## src/mfc_pkg.sv

```systemverilog
// constants and decode functions for the multiphase fault configuration bank
// Function
// RULE1: share warning turns phase off unless keep set
// RULE2: threshold codes 000-011 give 2/4/6/8 A
// RULE3: codes 100-111 give 10/15/20 A, off
// RULE4: phase count writable while running, applied live
// RULE5: phase count equals code plus one
// RULE6: host never writes phase codes 110, 111
// RULE7: excessive phase count leaves previous count kept
// RULE8: rejected count sets status bit 3, alert
// RULE9: tracking OV = command plus 175-325 mV
// RULE10: fixed OV = max plus 50-400 mV
// RULE11: UV = command minus droop minus offset
// RULE12: UV offset table 50 to 400 mV
// RULE13: boot register holds 8-bit code, low byte
// RULE14: boot code right-justified, bit 0 at 0
// RULE15: six phase-off bits, reset 0, volatile
// RULE16: share imbalance sets IOUT bit 3, alert
// RULE17: reserved bits read zero, writes ignored
package mfc_pkg;

    // ----------------------------------------------------------------
    // command codes and geometry
    // ----------------------------------------------------------------
    localparam logic [7:0]  CMD_SHARE_CFG   = 8'hE3;
    localparam logic [7:0]  CMD_PHASE_COUNT = 8'hE4;
    localparam logic [7:0]  CMD_OV_OFFSETS  = 8'hE5;
    localparam logic [7:0]  CMD_UV_OFFSET   = 8'hE6;
    localparam logic [7:0]  CMD_BOOT_CODE   = 8'hE7;
    localparam logic [7:0]  CMD_PHASE_MASK  = 8'hE8;

    localparam int          NUM_PHASES      = 6;
    localparam logic [2:0]  MAX_PHASE_CODE  = 3'h5;

    // ----------------------------------------------------------------
    // field positions
    // ----------------------------------------------------------------
    localparam int          KEEP_BIT        = 7;
    localparam int          SHARE_TH_MSB    = 2;
    localparam int          PHASE_NUM_MSB   = 2;
    localparam int          TRACK_OV_LSB    = 3;
    localparam int          TRACK_OV_MSB    = 4;
    localparam int          FIXED_OV_MSB    = 2;
    localparam int          UV_OFF_MSB      = 2;
    localparam int          BOOT_MSB        = 7;
    localparam int          MASK_MSB        = 5;

    // ----------------------------------------------------------------
    // reset values
    // ----------------------------------------------------------------
    localparam logic [2:0]  SHARE_TH_RST    = 3'h3;
    localparam logic        KEEP_RST        = 1'b0;
    localparam logic [1:0]  TRACK_OV_RST    = 2'h1;
    localparam logic [2:0]  FIXED_OV_RST    = 3'h7;
    localparam logic [2:0]  UV_OFF_RST      = 3'h3;
    localparam logic [5:0]  MASK_RST        = 6'h00;

    // ----------------------------------------------------------------
    // offset tables, millivolts and amperes
    // ----------------------------------------------------------------
    localparam logic [11:0] MV_STEP         = 12'h032;
    localparam logic [11:0] TRACK_OV_BASE   = 12'h0AF;
    localparam logic [11:0] UV_CODE6_MV     = 12'h145;

    function automatic logic [11:0] mfc_track_ov_mv(input logic [1:0] code);
        mfc_track_ov_mv = TRACK_OV_BASE + 12'(code) * MV_STEP; // RULE9
    endfunction : mfc_track_ov_mv

    function automatic logic [11:0] mfc_fixed_ov_mv(input logic [2:0] code);
        mfc_fixed_ov_mv = (12'(code) + 12'h001) * MV_STEP; // RULE10
    endfunction : mfc_fixed_ov_mv

    function automatic logic [11:0] mfc_uv_off_mv(input logic [2:0] code);
        // code 110 breaks the 50 mV ladder
        if (code == 3'h6)
            mfc_uv_off_mv = UV_CODE6_MV; // RULE12
        else
            mfc_uv_off_mv = (12'(code) + 12'h001) * MV_STEP; // RULE12
    endfunction : mfc_uv_off_mv

    // returns amperes; code 111 means comparison off
    function automatic logic [4:0] mfc_share_amps(input logic [2:0] code);
        case (code)
            3'h0:    mfc_share_amps = 5'h02; // RULE2
            3'h1:    mfc_share_amps = 5'h04; // RULE2
            3'h2:    mfc_share_amps = 5'h06; // RULE2
            3'h3:    mfc_share_amps = 5'h08; // RULE2
            3'h4:    mfc_share_amps = 5'h0A; // RULE3
            3'h5:    mfc_share_amps = 5'h0F; // RULE3
            3'h6:    mfc_share_amps = 5'h14; // RULE3
            default: mfc_share_amps = 5'h00; // RULE3
        endcase
    endfunction : mfc_share_amps

endpackage : mfc_pkg

```

## src/mfc_regs.sv

```systemverilog
// manufacturer configuration register bank with phase control and alerts
module mfc_regs
    import mfc_pkg::*;
#(
    parameter logic [7:0] BOOT_RESET = 8'h00
)
(
    input  wire logic                       clk,
    input  wire logic                       rst_b,
    input  wire logic                       cmd_valid,
    input  wire logic                       cmd_write,
    input  wire logic [7:0]                 cmd_code,
    input  wire logic [15:0]                cmd_wdata,
    input  wire logic                       clear_status,
    input  wire logic [2:0]                 hw_phase_code,
    input  wire logic [NUM_PHASES-1:0][7:0] phase_amps,
    input  wire logic [11:0]                vout_command_mv,
    input  wire logic [11:0]                vout_max_mv,
    input  wire logic [11:0]                droop_mv,
    output logic      [15:0]                rd_data,
    output logic      [NUM_PHASES-1:0]      phase_on,
    output logic      [2:0]                 phase_count_code,
    output logic      [7:0]                 boot_code,
    output logic                            status_mfr_bit3,
    output logic                            status_iout_bit3,
    output logic                            alert_output,
    output logic      [11:0]                track_ov_mv,
    output logic      [11:0]                fixed_ov_mv,
    output logic      [11:0]                uv_mv
);

    // ----------------------------------------------------------------
    // register state
    // ----------------------------------------------------------------
    logic                  phase_fault_keep;
    logic [2:0]            share_threshold_sel;
    logic [1:0]            tracking_overvolt_offset;
    logic [2:0]            fixed_overvolt_offset;
    logic [2:0]            undervolt_offset;
    logic [5:0]            phase_off;
    logic [NUM_PHASES-1:0] fault_off;
    logic                  init_done;
    logic [NUM_PHASES-1:0] warn;

    logic                  next_phase_fault_keep;
    logic [2:0]            next_share_threshold_sel;
    logic [1:0]            next_tracking_overvolt_offset;
    logic [2:0]            next_fixed_overvolt_offset;
    logic [2:0]            next_undervolt_offset;
    logic [5:0]            next_phase_off;
    logic [7:0]            next_boot_code;
    logic [2:0]            next_phase_count_code;
    logic [NUM_PHASES-1:0] next_fault_off;
    logic                  next_init_done;
    logic                  next_status_mfr_bit3;
    logic                  next_status_iout_bit3;
    logic                  next_alert_output;
    logic [15:0]           next_rd_data;
    logic [NUM_PHASES-1:0] next_phase_on;
    logic                  wr;
    logic                  count_reject;

    // ----------------------------------------------------------------
    // write decode and status
    // ----------------------------------------------------------------
    always_comb
    begin
        wr                            = cmd_valid && cmd_write;
        next_phase_fault_keep         = phase_fault_keep;
        next_share_threshold_sel      = share_threshold_sel;
        next_tracking_overvolt_offset = tracking_overvolt_offset;
        next_fixed_overvolt_offset    = fixed_overvolt_offset;
        next_undervolt_offset         = undervolt_offset;
        next_phase_off                = phase_off;
        next_boot_code                = boot_code;
        next_phase_count_code         = phase_count_code;
        next_init_done                = 1'b1;
        count_reject                  = 1'b0;
        // hardware phase count is only known after reset release
        if (!init_done)
            next_phase_count_code = hw_phase_code;
        if (wr)
        begin
            // only named fields are stored; reserved bits drop here
            case (cmd_code)
                CMD_SHARE_CFG:
                begin
                    next_phase_fault_keep    = cmd_wdata[KEEP_BIT]; // RULE17
                    next_share_threshold_sel = cmd_wdata[SHARE_TH_MSB:0];
                end
                CMD_PHASE_COUNT:
                begin
                    // also guards codes 110/111 that the host must avoid
                    if (cmd_wdata[PHASE_NUM_MSB:0] > hw_phase_code) // RULE6
                        count_reject = 1'b1; // RULE7
                    else
                        next_phase_count_code = cmd_wdata[PHASE_NUM_MSB:0]; // RULE4
                end
                CMD_OV_OFFSETS:
                begin
                    next_tracking_overvolt_offset = cmd_wdata[TRACK_OV_MSB:TRACK_OV_LSB];
                    next_fixed_overvolt_offset    = cmd_wdata[FIXED_OV_MSB:0];
                end
                CMD_UV_OFFSET:   next_undervolt_offset = cmd_wdata[UV_OFF_MSB:0];
                CMD_BOOT_CODE:   next_boot_code        = cmd_wdata[BOOT_MSB:0]; // RULE13
                CMD_PHASE_MASK:  next_phase_off        = cmd_wdata[MASK_MSB:0]; // RULE15
                default:         next_boot_code        = boot_code;
            endcase
        end
        // set wins over a clear in the same cycle
        next_status_mfr_bit3  = count_reject | (status_mfr_bit3 & ~clear_status); // RULE8
        next_status_iout_bit3 = (|warn) | (status_iout_bit3 & ~clear_status); // RULE16
        next_alert_output     = next_status_mfr_bit3 | next_status_iout_bit3; // RULE8
        // a phase warned while keep is clear stays off until status is cleared
        next_fault_off = (warn & {NUM_PHASES{~phase_fault_keep}})
                       | (fault_off & {NUM_PHASES{~clear_status}}); // RULE1
    end

    // ----------------------------------------------------------------
    // phase enables and read path
    // ----------------------------------------------------------------
    always_comb
    begin
        for (int i = 0; i < NUM_PHASES; i++)
            next_phase_on[i] = (3'(i) <= phase_count_code) && !phase_off[i]
                             && !fault_off[i]; // RULE5
        next_rd_data = rd_data;
        if (cmd_valid && !cmd_write)
        begin
            next_rd_data = 16'h0000; // RULE17
            case (cmd_code)
                CMD_SHARE_CFG:
                begin
                    next_rd_data[KEEP_BIT]         = phase_fault_keep;
                    next_rd_data[SHARE_TH_MSB:0]   = share_threshold_sel;
                end
                CMD_PHASE_COUNT: next_rd_data[PHASE_NUM_MSB:0] = phase_count_code;
                CMD_OV_OFFSETS:
                begin
                    next_rd_data[TRACK_OV_MSB:TRACK_OV_LSB] = tracking_overvolt_offset;
                    next_rd_data[FIXED_OV_MSB:0]            = fixed_overvolt_offset;
                end
                CMD_UV_OFFSET:   next_rd_data[UV_OFF_MSB:0] = undervolt_offset;
                CMD_BOOT_CODE:   next_rd_data[BOOT_MSB:0]   = boot_code; // RULE14
                CMD_PHASE_MASK:  next_rd_data[MASK_MSB:0]   = phase_off;
                default:         next_rd_data               = 16'h0000;
            endcase
        end
    end

    always_ff @(posedge clk or negedge rst_b)
    begin
        if (!rst_b)
        begin
            phase_fault_keep         <= KEEP_RST; // RULE1
            share_threshold_sel      <= SHARE_TH_RST; // RULE2
            tracking_overvolt_offset <= TRACK_OV_RST;
            fixed_overvolt_offset    <= FIXED_OV_RST;
            undervolt_offset         <= UV_OFF_RST;
            phase_off                <= MASK_RST; // RULE15
            boot_code                <= BOOT_RESET;
            phase_count_code         <= MAX_PHASE_CODE;
            fault_off                <= '0;
            init_done                <= 1'b0;
            status_mfr_bit3          <= 1'b0;
            status_iout_bit3         <= 1'b0;
            alert_output             <= 1'b0;
            rd_data                  <= 16'h0000;
            phase_on                 <= '0;
        end
        else
        begin
            phase_fault_keep         <= next_phase_fault_keep;
            share_threshold_sel      <= next_share_threshold_sel;
            tracking_overvolt_offset <= next_tracking_overvolt_offset;
            fixed_overvolt_offset    <= next_fixed_overvolt_offset;
            undervolt_offset         <= next_undervolt_offset;
            phase_off                <= next_phase_off;
            boot_code                <= next_boot_code;
            phase_count_code         <= next_phase_count_code;
            fault_off                <= next_fault_off;
            init_done                <= next_init_done;
            status_mfr_bit3          <= next_status_mfr_bit3;
            status_iout_bit3         <= next_status_iout_bit3;
            alert_output             <= next_alert_output;
            rd_data                  <= next_rd_data;
            phase_on                 <= next_phase_on;
        end
    end

    // ----------------------------------------------------------------
    // monitors
    // ----------------------------------------------------------------
    mfc_share_mon u_share
    (
        .clk                 (clk),
        .rst_b               (rst_b),
        .phase_amps          (phase_amps),
        .active              (phase_on),
        .share_threshold_sel (share_threshold_sel),
        .warn                (warn)
    );

    mfc_thresh u_thresh
    (
        .clk                      (clk),
        .rst_b                    (rst_b),
        .vout_command_mv          (vout_command_mv),
        .vout_max_mv              (vout_max_mv),
        .droop_mv                 (droop_mv),
        .tracking_overvolt_offset (tracking_overvolt_offset),
        .fixed_overvolt_offset    (fixed_overvolt_offset),
        .undervolt_offset         (undervolt_offset),
        .track_ov_mv              (track_ov_mv),
        .fixed_ov_mv              (fixed_ov_mv),
        .uv_mv                    (uv_mv)
    );

    // ----------------------------------------------------------------
    // assertions
    // ----------------------------------------------------------------
    keep_off_phase_a: assert property (@(posedge clk) disable iff (!rst_b) // RULE1
        ((|warn) && !phase_fault_keep) |=> ##1 (phase_on & $past(warn, 2)) == '0)
        else $error("warned phase stayed on with keep clear");

    keep_on_phase_a: assert property (@(posedge clk) disable iff (!rst_b) // RULE1
        (phase_fault_keep && $stable(phase_fault_keep) && fault_off == '0
         && phase_off == '0 && init_done && !(wr && cmd_code == CMD_PHASE_MASK))
        |=> ##1 phase_on[0])
        else $error("phase 0 dropped while keep set");

    count_accept_a: assert property (@(posedge clk) disable iff (!rst_b) // RULE4
        (init_done && wr && cmd_code == CMD_PHASE_COUNT
         && cmd_wdata[2:0] <= hw_phase_code)
        |=> phase_count_code == $past(cmd_wdata[2:0]))
        else $error("valid phase count not applied");

    count_reject_a: assert property (@(posedge clk) disable iff (!rst_b) // RULE7
        (init_done && wr && cmd_code == CMD_PHASE_COUNT
         && cmd_wdata[2:0] > hw_phase_code)
        |=> $stable(phase_count_code) && status_mfr_bit3 && alert_output)
        else $error("excess phase count not rejected");

    top_phase_off_a: assert property (@(posedge clk) disable iff (!rst_b) // RULE5
        (phase_count_code == 3'h0) |=> phase_on[NUM_PHASES-1:1] == '0)
        else $error("phases beyond count enabled");

    mask_off_a: assert property (@(posedge clk) disable iff (!rst_b) // RULE15
        phase_off[3] |=> !phase_on[3])
        else $error("masked phase enabled");

    boot_read_a: assert property (@(posedge clk) disable iff (!rst_b) // RULE14
        (cmd_valid && !cmd_write && cmd_code == CMD_BOOT_CODE)
        |=> rd_data == {8'h00, $past(boot_code)})
        else $error("boot code readback wrong");

    iout_sticky_a: assert property (@(posedge clk) disable iff (!rst_b) // RULE16
        (|warn) |=> status_iout_bit3 && alert_output)
        else $error("imbalance did not flag status");

    reserved_zero_a: assert property (@(posedge clk) disable iff (!rst_b) // RULE17
        ($past(cmd_valid) && !$past(cmd_write) && $past(cmd_code) == CMD_SHARE_CFG)
        |-> rd_data[15:8] == 8'h00 && rd_data[6:3] == 4'h0)
        else $error("reserved bits read nonzero");

endmodule : mfc_regs

```

## src/mfc_share_mon.sv

```systemverilog
// per-phase current imbalance detector against the mean of active phases
module mfc_share_mon
    import mfc_pkg::*;
(
    input  wire logic                       clk,
    input  wire logic                       rst_b,
    input  wire logic [NUM_PHASES-1:0][7:0] phase_amps,
    input  wire logic [NUM_PHASES-1:0]      active,
    input  wire logic [2:0]                 share_threshold_sel,
    output logic      [NUM_PHASES-1:0]      warn
);

    logic [NUM_PHASES-1:0] next_warn;
    logic [10:0]           sum;
    logic [2:0]            count;
    logic [10:0]           scaled;
    logic [10:0]           limit;
    logic [4:0]            amps;

    // ----------------------------------------------------------------
    // compare |i*n - sum| > thr*n, which avoids a divider
    // ----------------------------------------------------------------
    always_comb
    begin
        sum       = 11'h000;
        count     = 3'h0;
        scaled    = 11'h000;
        amps      = mfc_share_amps(share_threshold_sel);
        next_warn = '0;
        for (int i = 0; i < NUM_PHASES; i++)
        begin
            if (active[i])
            begin
                sum   = sum + 11'(phase_amps[i]);
                count = count + 3'h1;
            end
        end
        limit = 11'(amps) * 11'(count);
        for (int i = 0; i < NUM_PHASES; i++)
        begin
            scaled = 11'(phase_amps[i]) * 11'(count);
            if (active[i] && amps != 5'h00)
                next_warn[i] = (scaled > sum) ? (scaled - sum > limit)
                                              : (sum - scaled > limit); // RULE16
        end
    end

    always_ff @(posedge clk or negedge rst_b)
    begin
        if (!rst_b)
            warn <= '0;
        else
            warn <= next_warn;
    end

endmodule : mfc_share_mon

```

## src/mfc_thresh.sv

```systemverilog
// voltage fault thresholds from live setpoints and programmed offsets
module mfc_thresh
    import mfc_pkg::*;
(
    input  wire logic        clk,
    input  wire logic        rst_b,
    input  wire logic [11:0] vout_command_mv,
    input  wire logic [11:0] vout_max_mv,
    input  wire logic [11:0] droop_mv,
    input  wire logic [1:0]  tracking_overvolt_offset,
    input  wire logic [2:0]  fixed_overvolt_offset,
    input  wire logic [2:0]  undervolt_offset,
    output logic      [11:0] track_ov_mv,
    output logic      [11:0] fixed_ov_mv,
    output logic      [11:0] uv_mv
);

    logic [11:0] next_track_ov_mv;
    logic [11:0] next_fixed_ov_mv;
    logic [11:0] next_uv_mv;
    logic [12:0] uv_sub;

    always_comb
    begin
        next_track_ov_mv = vout_command_mv + mfc_track_ov_mv(tracking_overvolt_offset); // RULE9
        next_fixed_ov_mv = vout_max_mv + mfc_fixed_ov_mv(fixed_overvolt_offset); // RULE10
        uv_sub = 13'(vout_command_mv) - 13'(droop_mv) - 13'(mfc_uv_off_mv(undervolt_offset));
        // clamp to zero rather than wrap to a huge threshold
        next_uv_mv = uv_sub[12] ? 12'h000 : uv_sub[11:0]; // RULE11
    end

    always_ff @(posedge clk or negedge rst_b)
    begin
        if (!rst_b)
        begin
            track_ov_mv <= 12'h000;
            fixed_ov_mv <= 12'h000;
            uv_mv       <= 12'h000;
        end
        else
        begin
            track_ov_mv <= next_track_ov_mv;
            fixed_ov_mv <= next_fixed_ov_mv;
            uv_mv       <= next_uv_mv;
        end
    end

endmodule : mfc_thresh

```

## config.mk

```make
export PLATFORM = sky130hd
export DESIGN_NAME = mfc_regs
export DESIGN_NICKNAME = d
export VERILOG_FILES = /design/src/mfc_pkg.sv /design/src/mfc_regs.sv /design/src/mfc_share_mon.sv /design/src/mfc_thresh.sv
export SDC_FILE = /design/constraint.sdc
export NUM_CORES = 1
export LEC_CHECK = 0
export ABC_AREA = 1
export BUFFER_PORTS_ARGS = -buffer_cell sky130_fd_sc_hd__buf_2
export CAP_MARGIN = 10
export CORE_MARGIN = 2
export CORE_UTILIZATION = 40
export DETAILED_ROUTE_END_ITERATION = 10
export HOLD_SLACK_MARGIN = 0.12
export PLACE_DENSITY = 0.62
export SLEW_MARGIN = 20
export SYNTH_ARGS = -nofsm -noshare
export SYNTH_HDL_FRONTEND = slang
export SYNTH_SLANG_ARGS = --single-unit
export TNS_END_PERCENT = 10
```

## constraint.sdc

```tcl
create_clock -name clk -period 11 [get_ports clk]
set_input_delay 2.75 -clock clk [delete_from_list [all_inputs] [get_ports clk]]
set_output_delay 2.75 -clock clk [all_outputs]
set_load 0.03 [all_outputs]
```

# Yosys cells after proc, flatten, opt, wreduce, memory -nomap -nowiden
# Cells that the tools add are included.
# Widths: inputs -> output; s select.
[word_totals]
register_bits = 95
input_bits = 116
output_inout_bits = 72
word_cells = 186
[classes]
addsub = 29
n_mul = 10
n_lt_le_gt_ge = 25
n_eq_ne = 13
muxes = 39
bitwise = 10
reduce_logical = 41
[op_table]
columns = ["cell", "count"]
rows = [
  ["$gt 11x8->1", 12],
  ["$sub 11x11->11", 12],
  ["$gt 11x11->1", 6],
  ["$mul 8x3->11", 6],
  ["$mux 11", 5],
  ["$eq 8x8->1 const B", 6],
  ["$add 11x8->11", 4],
  ["$pmux 5 s7", 1],
  ["$mux 3", 9],
  ["$add 12x12->12", 2],
  ["$mul 12x5->11 const B", 2],
  ["$mux 12", 2],
  ["$logic_and 1x1->1", 20],
  ["$pmux 3 s6", 1],
  ["$mux 1", 17],
  ["$logic_not 1->1", 13],
  ["$sub 12x12->13", 1],
  ["$sub 13x12->13", 1],
  ["$add 3x1->3 const B", 4],
  ["$and 6x6->6", 2],
  ["$eq 3x3->1 const B", 4],
  ["$reduce_and 2->1", 5],
  ["$add 8x8->9", 1],
  ["$add 8x8->9 const A", 1],
  ["20 further kinds", 30],
]

# Logic depth before layout (Yosys ltp)
# Gate-level depths: netlist of run 1.
[depth]
ltp_word = 16
ltp_mapped = 53
depth_no_buf = 51

# By module
# From an unflattened synthesis of run 1, not the netlist that was laid out.
[hier_totals]
hier_cells = 2881
area_unflattened_um2 = 20189.4
[by_module_without_submodules]
columns = ["mod", "n_inst", "cells_per_inst", "area_each_um2", "seq_area_each_um2"]
rows = [
  ["mfc_share_mon", 1, 2100, 13905.8, 150.1],
  ["mfc_thresh", 1, 479, 3628.5, 900.9],
  ["mfc_regs", 1, 302, 2655.0, 1338.8],
]

# Least setup slack after synthesis of run 1
# OpenSTA, ideal clock, no wires.
[synth_path]
kind = "input -> register"
startpoint = "input port phase_amps[0] (netlist bit)"
endpoint = "register u_share.warn[4]"
setup_time_ns = 0.117
arrival_time_ns = 10.529
required_ns = 10.883
path_slack_ns = 0.354
cell_stages = 31
path_buffers = 0
path_cell_list = "nand2_1 inv_1 ha_1 inv_1 fa_1 o21ai_0 fa_1 inv_1 o21ai_0 inv_1 fa_1 o21ai_0 inv_1 fa_1 o21ai_0 o21ai_0 inv_1 fa_1 a221o_1 a221o_1 xor2_1 ha_1 a21oi_1 o221ai_1 a21oi_1 o21bai_1 o21ai_0 nor2_1 nand3_1 nor2_1 nor2_1"
[synth_between]
elab_chain_len = 15
elab_cells_between_ends = 18
cone_classes = "add/sub: 7; order compare: 3; mux: 8"
[synth_rtl]
columns = ["item", "line", "source"]
rows = [
  ["start: declaration", "mfc_regs.sv:16", "input wire logic [NUM_PHASES-1:0][7:0] phase_amps,"],
  ["$mux 8 *", "mfc_share_mon.sv:32", "if (active[i])"],
  ["$add 8x8->9", "mfc_share_mon.sv:34", "sum = sum + 11'(phase_amps[i]);"],
  ["$mux 11 *", "mfc_share_mon.sv:32", ""],
  ["$add 11x8->11", "mfc_share_mon.sv:34", ""],
  ["$mux 11 *", "mfc_share_mon.sv:32", ""],
  ["$add 11x8->11", "mfc_share_mon.sv:34", ""],
  ["$mux 11 *", "mfc_share_mon.sv:32", ""],
  ["$add 11x8->11", "mfc_share_mon.sv:34", ""],
  ["$mux 11 *", "mfc_share_mon.sv:32", ""],
  ["$add 11x8->11", "mfc_share_mon.sv:34", ""],
  ["$mux 11 *", "mfc_share_mon.sv:32", ""],
  ["$sub 11x11->11, on equally long branches", "mfc_share_mon.sv:44, mfc_share_mon.sv:43", ""],
  ["$gt 11x8->1, on equally long branches", "mfc_share_mon.sv:44, mfc_share_mon.sv:43", ""],
  ["$mux 1 *", "mfc_share_mon.sv:43", "next_warn[i] = (scaled > sum) ? (scaled - sum > limit)"],
  ["$mux 1 *", "mfc_share_mon.sv:42", "if (active[i] && amps != 5'h00)"],
  ["via u_share.next_warn[4]", "mfc_share_mon.sv:13", "logic [NUM_PHASES-1:0] next_warn;"],
  ["end signal: assignment", "mfc_share_mon.sv:53", "warn <= next_warn;"],
  ["end: declaration", "mfc_share_mon.sv:10", "output logic [NUM_PHASES-1:0] warn"],
]
# The timed path passes the listed nets; every way through them passes the cells marked *.
# A chain may end at the register's enable or synchronous reset.

# Final worst setup path of run 1
# Same ends and word-level chain as after synthesis.

==> results of run 1 <==
-- worst max-delay path: cells and delay by family --
kind	cells	cell delay, ns
adder cells (fa/ha/maj)	8	2.29
AO/OA/AOI/OAI	14	2.16
buffers and inverters	11	1.52
AND/OR/NAND/NOR	11	1.05
XOR/XNOR	6	0.87
-- state kept, by name, indices dropped and copies added, names as in the netlist, 6 cells and up --
name and flops:
fault_off 6, u_thresh.uv_mv 12, u_share.warn 6, u_thresh.fixed_ov_mv 12, boot_code 8, rd_data 8, phase_on 6, u_thresh.track_ov_mv 12
phase_off 6
-- final cells by class --
class	count	area share, %
Multi-Input combinational cell	2061	67.7
Sequential cell	95	10.9
Timing Repair Buffer	317	8.99
Inverter	438	7.50
Tap cell	615	3.51
Clock buffer	9	1.03
Clock inverter	7	0.325
Antenna cell	2	0.0228
-- how the worst max path moves through the flow --
stage	cells past startpoint	to	startpoint	slack (ns)
after floorplan	31	u_share.warn[4]	phase_amps[0]	0.35
after global placement	49	u_share.warn[5]	phase_amps[0]	0.19
after detailed placement	49	u_share.warn[5]	phase_amps[0]	0.10
after CTS	49	u_share.warn[5]	phase_amps[0]	0.44
after global routing	51	u_share.warn[1]	phase_amps[0]	0.02
final	50	u_share.warn[4]	phase_amps[0]	0.58
-- metal layers --
layer | track usage (%) | wire length, um
met5 | 0 | 21
met4 | 7.97 | 2020
met3 | 3.29 | 3750
met2 | 41.4 | 27700
met1 | 30.9 | 26100
-- Yosys cell counts (8+ instances only) --
library cell | count | area, sq um
or2_2 | 11 | 68.8
inv_1 | 434 | 1630
buf_4 | 8 | 60.1
clkbuf_1 | 51 | 191
dfstp_2 | 10 | 263
o21ai_0 | 121 | 606
a211oi_1 | 17 | 128
a21oi_1 | 227 | 1140
o21ai_1 | 8 | 40.0
nor2_1 | 161 | 604
nand2_2 | 14 | 87.6
a221o_1 | 9 | 90.1
o221ai_1 | 13 | 114
a31oi_1 | 13 | 81.3
o22ai_1 | 8 | 50.1
dfrtp_1 | 85 | 2130
fa_1 | 78 | 1560
a21o_1 | 14 | 105
xnor2_1 | 35 | 307
nor3_1 | 27 | 135
xor2_1 | 153 | 1340
nand4_1 | 28 | 175
o21bai_1 | 45 | 338
nor4_1 | 10 | 62.6
nand2_1 | 538 | 2020
ha_1 | 390 | 4880
nand3_1 | 89 | 445
-- per-stage QoR --
| stage | worst slack, ns | hold WS, ns |
|---|---|---|
| floorplan | 0.354 | 0.397 |
| global placement | 0.189 | 0.414 |
| detailed placement | 0.101 | 0.419 |
| CTS | 0.442 | 0.440 |
| global route | 0.0204 | 0.466 |
| finish | 0.578 | 0.443 |
-- kinds of logic after synthesis --
| group | count (synthesis) | share of synthesized area (%) |
|---|---|---|
| adders and majority gates | 468 | 33.7 |
| buffers and inverters | 509 | 10.3 |
| xor gates and xnor gates | 190 | 8.84 |
| AOI/OAI and AO/OA | 498 | 15.0 |
| DFF | 95 | 12.5 |
| and+or+nand+nor | 890 | 19.4 |
| muxes | 4 | 0.229 |
| other | 2 | 0.0393 |
==> impl_metrics.csv, run 1 <==
group,metric,value,unit
timing,fin_crit_sh,94.7,%
synthesis,syn_area_per_cell,7.20,sq um
critical_path,slowest_delay,0.40,ns
finish,fillers,4922,
critical_path,cp.required,11.23,ns
finish,ff_latch_area,2390,sq um
routing,drt-initial-drc-count,1213,
clock_tree,cts_tree,"built",
placed_design,dpl-instance-area,21600,sq um
critical_path,crit_fanout,7,
routing,vias,18395,
synthesis,syn_inst,2656,
critical_path,crit_path_frequent_cell,"ha_1",
timing,hold_violations,0,
synthesis,synth_ff_type,"dfrtp_1",
global_route,grt_usage,24.0,%
clock_tree,clockBufferDepth,2,
finish,postLayoutCellArea,21900,sq um
finish,multiInputGateArea,14800,sq um
finish,instances_no_fill,3544,
die,start_util,40.3,%
global_route,grt_pass1_vias,18514,
synthesis,yosysSeqAreaShare,12.5,%
die,ios,188,
finish,layout_commonest_cell,"nand2_1",
clock_tree,numCtsBuffers,9,
timing,max-slew-margin-rel,20.3,%
worst_hold_path,worstHoldStart,"fault_off[0]",
timing,slew_viol_final,0,
finish,final_nets,3506,
worst_hold_path,worstHoldPathType,"flop to flop",
synthesis,ys_seq_elements,95,
clock_tree,post_cts_buffers,0,
critical_path,timing.rr.end,"u_share.warn[4]",
critical_path,worst_path_max_delay_cell,"fa_1",
clock_tree,clkLatencyLatePin,0.36,ns
timing,tightest_slew,1.19,ns
global_route,grt_pass1_wl,95.0,mm
timing,max_freq,95.9,MHz
die,core,47400,sq um
clock_tree,hold_buffers,0,
routing,ant_nets,0,
placed_design,post-place-cells,3526,
synthesis,synth_edf_count,0,
synthesis,synthDistinctLibCells,53,
global_route,grt_max_degree,82,
finish,fin_util,46.2,%
finish,layout_common_cells,"nand2_1 (538), inv_1 (434), ha_1 (390)",
clock_tree,h-tree-depth,3,
worst_hold_path,holdPathEnd,"phase_on[0]",
worst_hold_path,hold_depth,1,
synthesis,syn_area,19100,sq um
finish,layout-drive-gt1-share,13.3,%
placed_design,portBuffers,171,
global_route,grt_overflow,0,
placed_design,routabilityCongestion,0.913,
die,rows,80,
die,die_h,223,um
routing,drcViolationCount,0,
timing,rsz0062_at_grt,"false",
critical_path,worstRegToRegCells,50,
critical_path,cp-start-kind,"input pin",
synthesis,postSynth.asyncResetShare,100,%
finish,syn_to_final_growth,14.5,%
critical_path,critPathKind,"input pin to flop",
placed_design,hpwl,49.3,mm
clock_tree,post_cts_resized,0,
flow_run,drv_cap,0,
synthesis,yosys_warnings,0,
routing,first_pass_iters,5,
routing,drt_wl_total,59.5,mm
timing,min_period,10.42,ns
clock_tree,cts_root_buf,"clkbuf_16",
critical_path,ff2ff_setup_slack,2.30,ns
clock_tree,path_clk_slew,0.08,ns
timing,setup_viol,0,
critical_path,worst_setup_path_end_kind,"flop",
status,status,"complete, no violations",
die,dieArea,49600,sq um
clock_tree,cts.sinks,95,
critical_path,reg2reg_from,"phase_on[0]",
timing,fin_worst_skew,0.0198,ns
die,die-width,223,um
routing,avgViaCountPerCell,5.19,
critical_path,cp.arrival,10.65,ns
global_route,antenna_found_initial,4,
routing,routedWlPerCell,16.8,um
timing,totalNegativeSetupSlack,0,ns
Power of run 1 is not shown: default switching activity piles up to over one toggle a cycle in this logic, so the estimate is an artifact.
==> run 2, diff against run 1 <==
PLACE_DENSITY = not set   (was 0.62)
SETUP_SLACK_MARGIN = 0.3   (was not set)
==> impl_metrics.csv, run 2 (same netlist as run 1, synthesis figures left out) <==
group,metric,value,unit
timing,rsz0062_at_grt,"true",
placed_design,routabilityCongestion,0.947,
global_route,grt_pass1_vias,17763,
critical_path,crit_buf_inv,9,
die,rows,80,
die,die-width,223,um
clock_tree,h-tree-depth,3,
critical_path,cp-start-kind,"input pin",
placed_design,portBuffers,171,
timing,timing.hold.ws,0.421,ns
routing,drcViolationCount,0,
routing,routedWlPerCell,17.1,um
global_route,antenna_found_initial,1,
clock_tree,cts_tree,"built",
critical_path,worst_setup_path_end_kind,"flop",
timing,totalNegativeSetupSlack,0,ns
timing,fin_crit_sh,93.0,%
finish,syn_to_final_growth,13.2,%
global_route,grt_overflow,0,
critical_path,worst_path_max_delay_cell,"fa_1",
clock_tree,numCtsBuffers,9,
routing,ant_nets,0,
critical_path,cp.arrival,10.48,ns
finish,ff_latch_area,2390,sq um
global_route,grt_usage,23.8,%
die,ios,188,
flow_run,drv_cap,0,
critical_path,critPathKind,"input pin to flop",
timing,max-slew-margin-rel,21.5,%
timing,min_period,10.23,ns
timing,setup_viol,0,
finish,fillers,4893,
critical_path,cp.required,11.25,ns
timing,max_freq,97.8,MHz
critical_path,crit_fanout,5,
clock_tree,path_clk_slew,0.07,ns
finish,layout-drive-gt1-share,12.6,%
timing,slew_viol_final,0,
status,status,"complete, no violations",
clock_tree,cts.sinks,95,
clock_tree,clkLatencyLatePin,0.35,ns
critical_path,slowest_delay,0.40,ns
finish,layout_commonest_cell,"nand2_1",
routing,first_pass_iters,6,
die,core,47400,sq um
die,start_util,40.3,%
timing,hold_violations,0,
routing,vias,18181,
die,die_h,223,um
die,dieArea,49600,sq um
worst_hold_path,worstHoldPathType,"flop to flop",
finish,multiInputGateArea,15000,sq um
finish,final_nets,3446,
global_route,grt_max_degree,82,
global_route,grt_pass1_wl,92.8,mm
clock_tree,clockBufferDepth,2,
placed_design,hpwl,49.1,mm
routing,drt_wl_total,59.6,mm
finish,layout_common_cells,"nand2_1 (537), inv_1 (431), ha_1 (380)",
clock_tree,cts_root_buf,"clkbuf_16",
routing,drt-initial-drc-count,1143,
timing,fin_worst_skew,0.00818,ns
finish,largestRegisters,"u_thresh.fixed_ov_mv x12, u_thresh.track_ov_mv x12, u_thresh.uv_mv x12",
timing,tightest_slew,1.17,ns
routing,avgViaCountPerCell,5.22,
critical_path,cp_top_family,"adder cells",
run 2: cell types whose count changed in the layout (fill, tap and decap cells not counted), sizes merged:
cell	change
diode	-1
bufinv	+1
inv	-3
clkinv	+2
clkbuf	+1
buf	-60
clkinvlp	-1
run 2: cell type report:
cell class	count	area share (%)
multi-input cells	2061	69.1
flip-flops and latches	95	11.0
inverters	438	7.61
repair buffers	257	7.25
well taps	615	3.55
clock buffers	10	1.10
clock inverters	6	0.306
diodes	1	0.0116
run 2: per-stage QoR:
stage,worst slack [ns],instance area [sq um],utilization (%),instances
6_report,0.772,21600,45.6,3483
5_1_grt,0.223,21600,45.6,3482
4_1_cts,0.353,21400,45.2,3477
3_5_place_dp,-0.100,21100,44.5,3461
3_3_place_gp,0.0569,21100,44.5,3461
2_1_floorplan,0.354,19200,-,2665
run 2: worst register-to-register path: cells and delay by family (launching register included):
kind / cells / cell delay (ns)
and+or+nand+nor: 15 / 1.30
buffers and inverters: 6 / 1.38
AOI/OAI and AO/OA: 7 / 1.04
adders and majority gates: 9 / 3.15
DFF: 1 / 0.71
xor gates and xnor gates: 3 / 0.67
run 2: path summary, 6_finish.rpt:
path / startpoint / cells after the start / slack [ns] / to
worst max-delay path: phase_amps[0] / 46 / 0.77 / u_share.warn[3]
worst min-delay path: fault_off[0] / 1 / 0.42 / phase_on[0]
worst max register to register: phase_on[1] / 40 / 2.64 / u_share.warn[0]
worst min register to register: fault_off[0] / 1 / 0.42 / phase_on[0]
max in group asynchronous: rst_b / 2 / 7.79 / fault_off[2]
min in group asynchronous: rst_b / 1 / 2.25 / u_thresh.fixed_ov_mv[0]
run 2: routing by layer:
| layer | GRT usage, % | share of wire, % |
|---|---|---|
| met1 | 30.1 | 43 |
| met2 | 41.1 | 47 |
| met3 | 2.98 | 5.6 |
| met4 | 9.68 | 4.4 |
| met5 | 0 | 0 |
run 2: timing repair:
action,in CTS,in global routing
resized for setup,1,61
buffers inserted,0,5
pin swaps,0,6
endpoints found under the hold margin,0,0
endpoints found under the setup margin,1,6
hold buffers,0,0
Power of run 2 is left out for the same reason.
==> run 3, diff against run 2 <==
RECOVER_POWER = 50   (was not set)
SLEW_MARGIN = not set   (was 20)
==> impl_metrics.csv, run 3 (same netlist as run 1, synthesis figures left out) <==
group,metric,value,unit
clock_tree,cts_root_buf,"clkbuf_16",
clock_tree,cts.sinks,95,
routing,drcViolationCount,0,
finish,layout-drive-gt1-share,10.6,%
clock_tree,numCtsBuffers,9,
timing,max-slew-margin-rel,-186,%
routing,drt_wl_total,59.6,mm
flow_run,drv_cap,1,
placed_design,portBuffers,171,
timing,hold_violations,0,
finish,layout_commonest_cell,"nand2_1",
global_route,grt_max_degree,82,
critical_path,cp.required,11.25,ns
global_route,antenna_found_initial,1,
timing,min_period,10.20,ns
status,violations,"max-capacitance violations, max-slew violations",
global_route,met2_usage,41.1,%
critical_path,slowest_delay,0.40,ns
global_route,use_met1,30.1,%
worst_hold_path,holdPathEnd,"phase_on[0]",
die,ios,188,
worst_hold_path,worstHoldPathType,"flop to flop",
clock_tree,cts_tree,"built",
routing,ant_nets,0,
global_route,grt_pass1_vias,17763,
die,rows,80,
critical_path,crit_fanout,5,
timing,timing.hold.ws,0.422,ns
finish,fin_util,45.5,%
die,start_util,40.3,%
critical_path,worst_path_max_delay_cell,"fa_1",
finish,antennaDiodeCount,0,
critical_path,timing.rr.end,"u_share.warn[0]",
global_route,grt_overflow,0,
clock_tree,h-tree-depth,3,
critical_path,ff2ff_setup_slack,2.65,ns
critical_path,worstRegToRegCells,40,
timing,max_freq,98.0,MHz
clock_tree,clockBufferDepth,2,
routing,drt-initial-drc-count,1154,
routing,first_pass_iters,7,
finish,multiInputGateArea,15000,sq um
critical_path,reg2reg_from,"phase_on[1]",
status,status,"finished with violations",
finish,syn_to_final_growth,12.7,%
critical_path,cp.arrival,10.45,ns
die,core,47400,sq um
finish,final_nets,3446,
routing,avgViaCountPerCell,5.22,
timing,fin_worst_skew,0.00712,ns
timing,setup_viol,0,
die,die-width,223,um
placed_design,routabilityCongestion,0.947,
clock_tree,clkLatencyLatePin,0.36,ns
critical_path,crit_path_frequent_cell,"nand2_1",
global_route,grt_pass1_wl,92.8,mm
timing,slew_viol_final,82,
finish,layout_common_cells,"nand2_1 (537), inv_1 (431), ha_1 (380)",
critical_path,critPathKind,"input pin to flop",
timing,totalNegativeSetupSlack,0,ns
placed_design,hpwl,49.1,mm
global_route,grt_usage,23.8,%
worst_hold_path,worstHoldStart,"fault_off[0]",
routing,routedWlPerCell,17.1,um
timing,tightest_slew,4.29,ns
global_route,grt-busiest-layer,"met2",
timing,fin_crit_sh,92.8,%
die,die_h,223,um
clock_tree,hold_buffers,0,
finish,fillers,4927,
finish,largestRegisters,"u_thresh.fixed_ov_mv x12, u_thresh.track_ov_mv x12, u_thresh.uv_mv x12",
worst_hold_path,hold_depth,1,
global_route,grt_util_met3,2.98,%
critical_path,cp-start-kind,"input pin",
finish,ff_latch_area,2390,sq um
timing,rsz0062_at_grt,"true",
die,dieArea,49600,sq um
critical_path,worst_setup_path_end_kind,"flop",
routing,vias,18184,
clock_tree,path_clk_slew,0.07,ns
==> run 3: layout make-up <==
cell class	count	share of cell area, %
repair buffers	257	6.91
multi-input cells	2061	69.4
inverters	438	7.64
clock buffers	10	1.11
well taps	615	3.57
clock inverters	6	0.307
flip-flops and latches	95	11.1
==> run 3: worst max path at each step <==
stage / slack [ns] / startpoint / endpoint
4_1_cts: 0.35 / phase_amps[0] / u_share.warn[4]
2_1_floorplan: 0.35 / phase_amps[0] / u_share.warn[4]
3_3_place_gp: 0.06 / phase_amps[0] / u_share.warn[5]
6_report: 0.80 / phase_amps[0] / u_share.warn[4]
3_5_place_dp: -0.10 / phase_amps[0] / u_share.warn[5]
5_1_grt: 0.22 / phase_amps[0] / u_share.warn[5]
==> run 3: layer usage <==
layer | share of wire, % | wire [um]
met5 | 0 | 0
met1 | 43 | 25600
met3 | 5.7 | 3380
met2 | 47 | 28000
met4 | 4.4 | 2630
==> run 3: worst max-delay path, delay by kind of cell <==
kind | cells | cell delay [ns]
XOR/XNOR | 6 | 0.93
AO/OA/AOI/OAI | 13 | 1.73
buffers and inverters | 11 | 1.40
adder cells (fa/ha/maj) | 8 | 2.43
AND/OR/NAND/NOR | 13 | 1.20
==> run 3: per-stage QoR <==
step / cell area (sq um) / cells / worst slack (ns)
after CTS: 21400 / 3477 / 0.353
after global routing: 21600 / 3482 / 0.223
final: 21600 / 3482 / 0.797
after floorplan: 19200 / 2665 / 0.354
after detailed placement: 21100 / 3461 / -0.100
after global placement: 21100 / 3461 / 0.0569
==> run 3: timing repair <==
action	CTS	global route
gates cloned	0	0
pin swaps	0	6
buffers inserted	0	5
resized for setup	1	61
setup endpoints to repair	1	6
Power of run 3 is left out for the same reason.
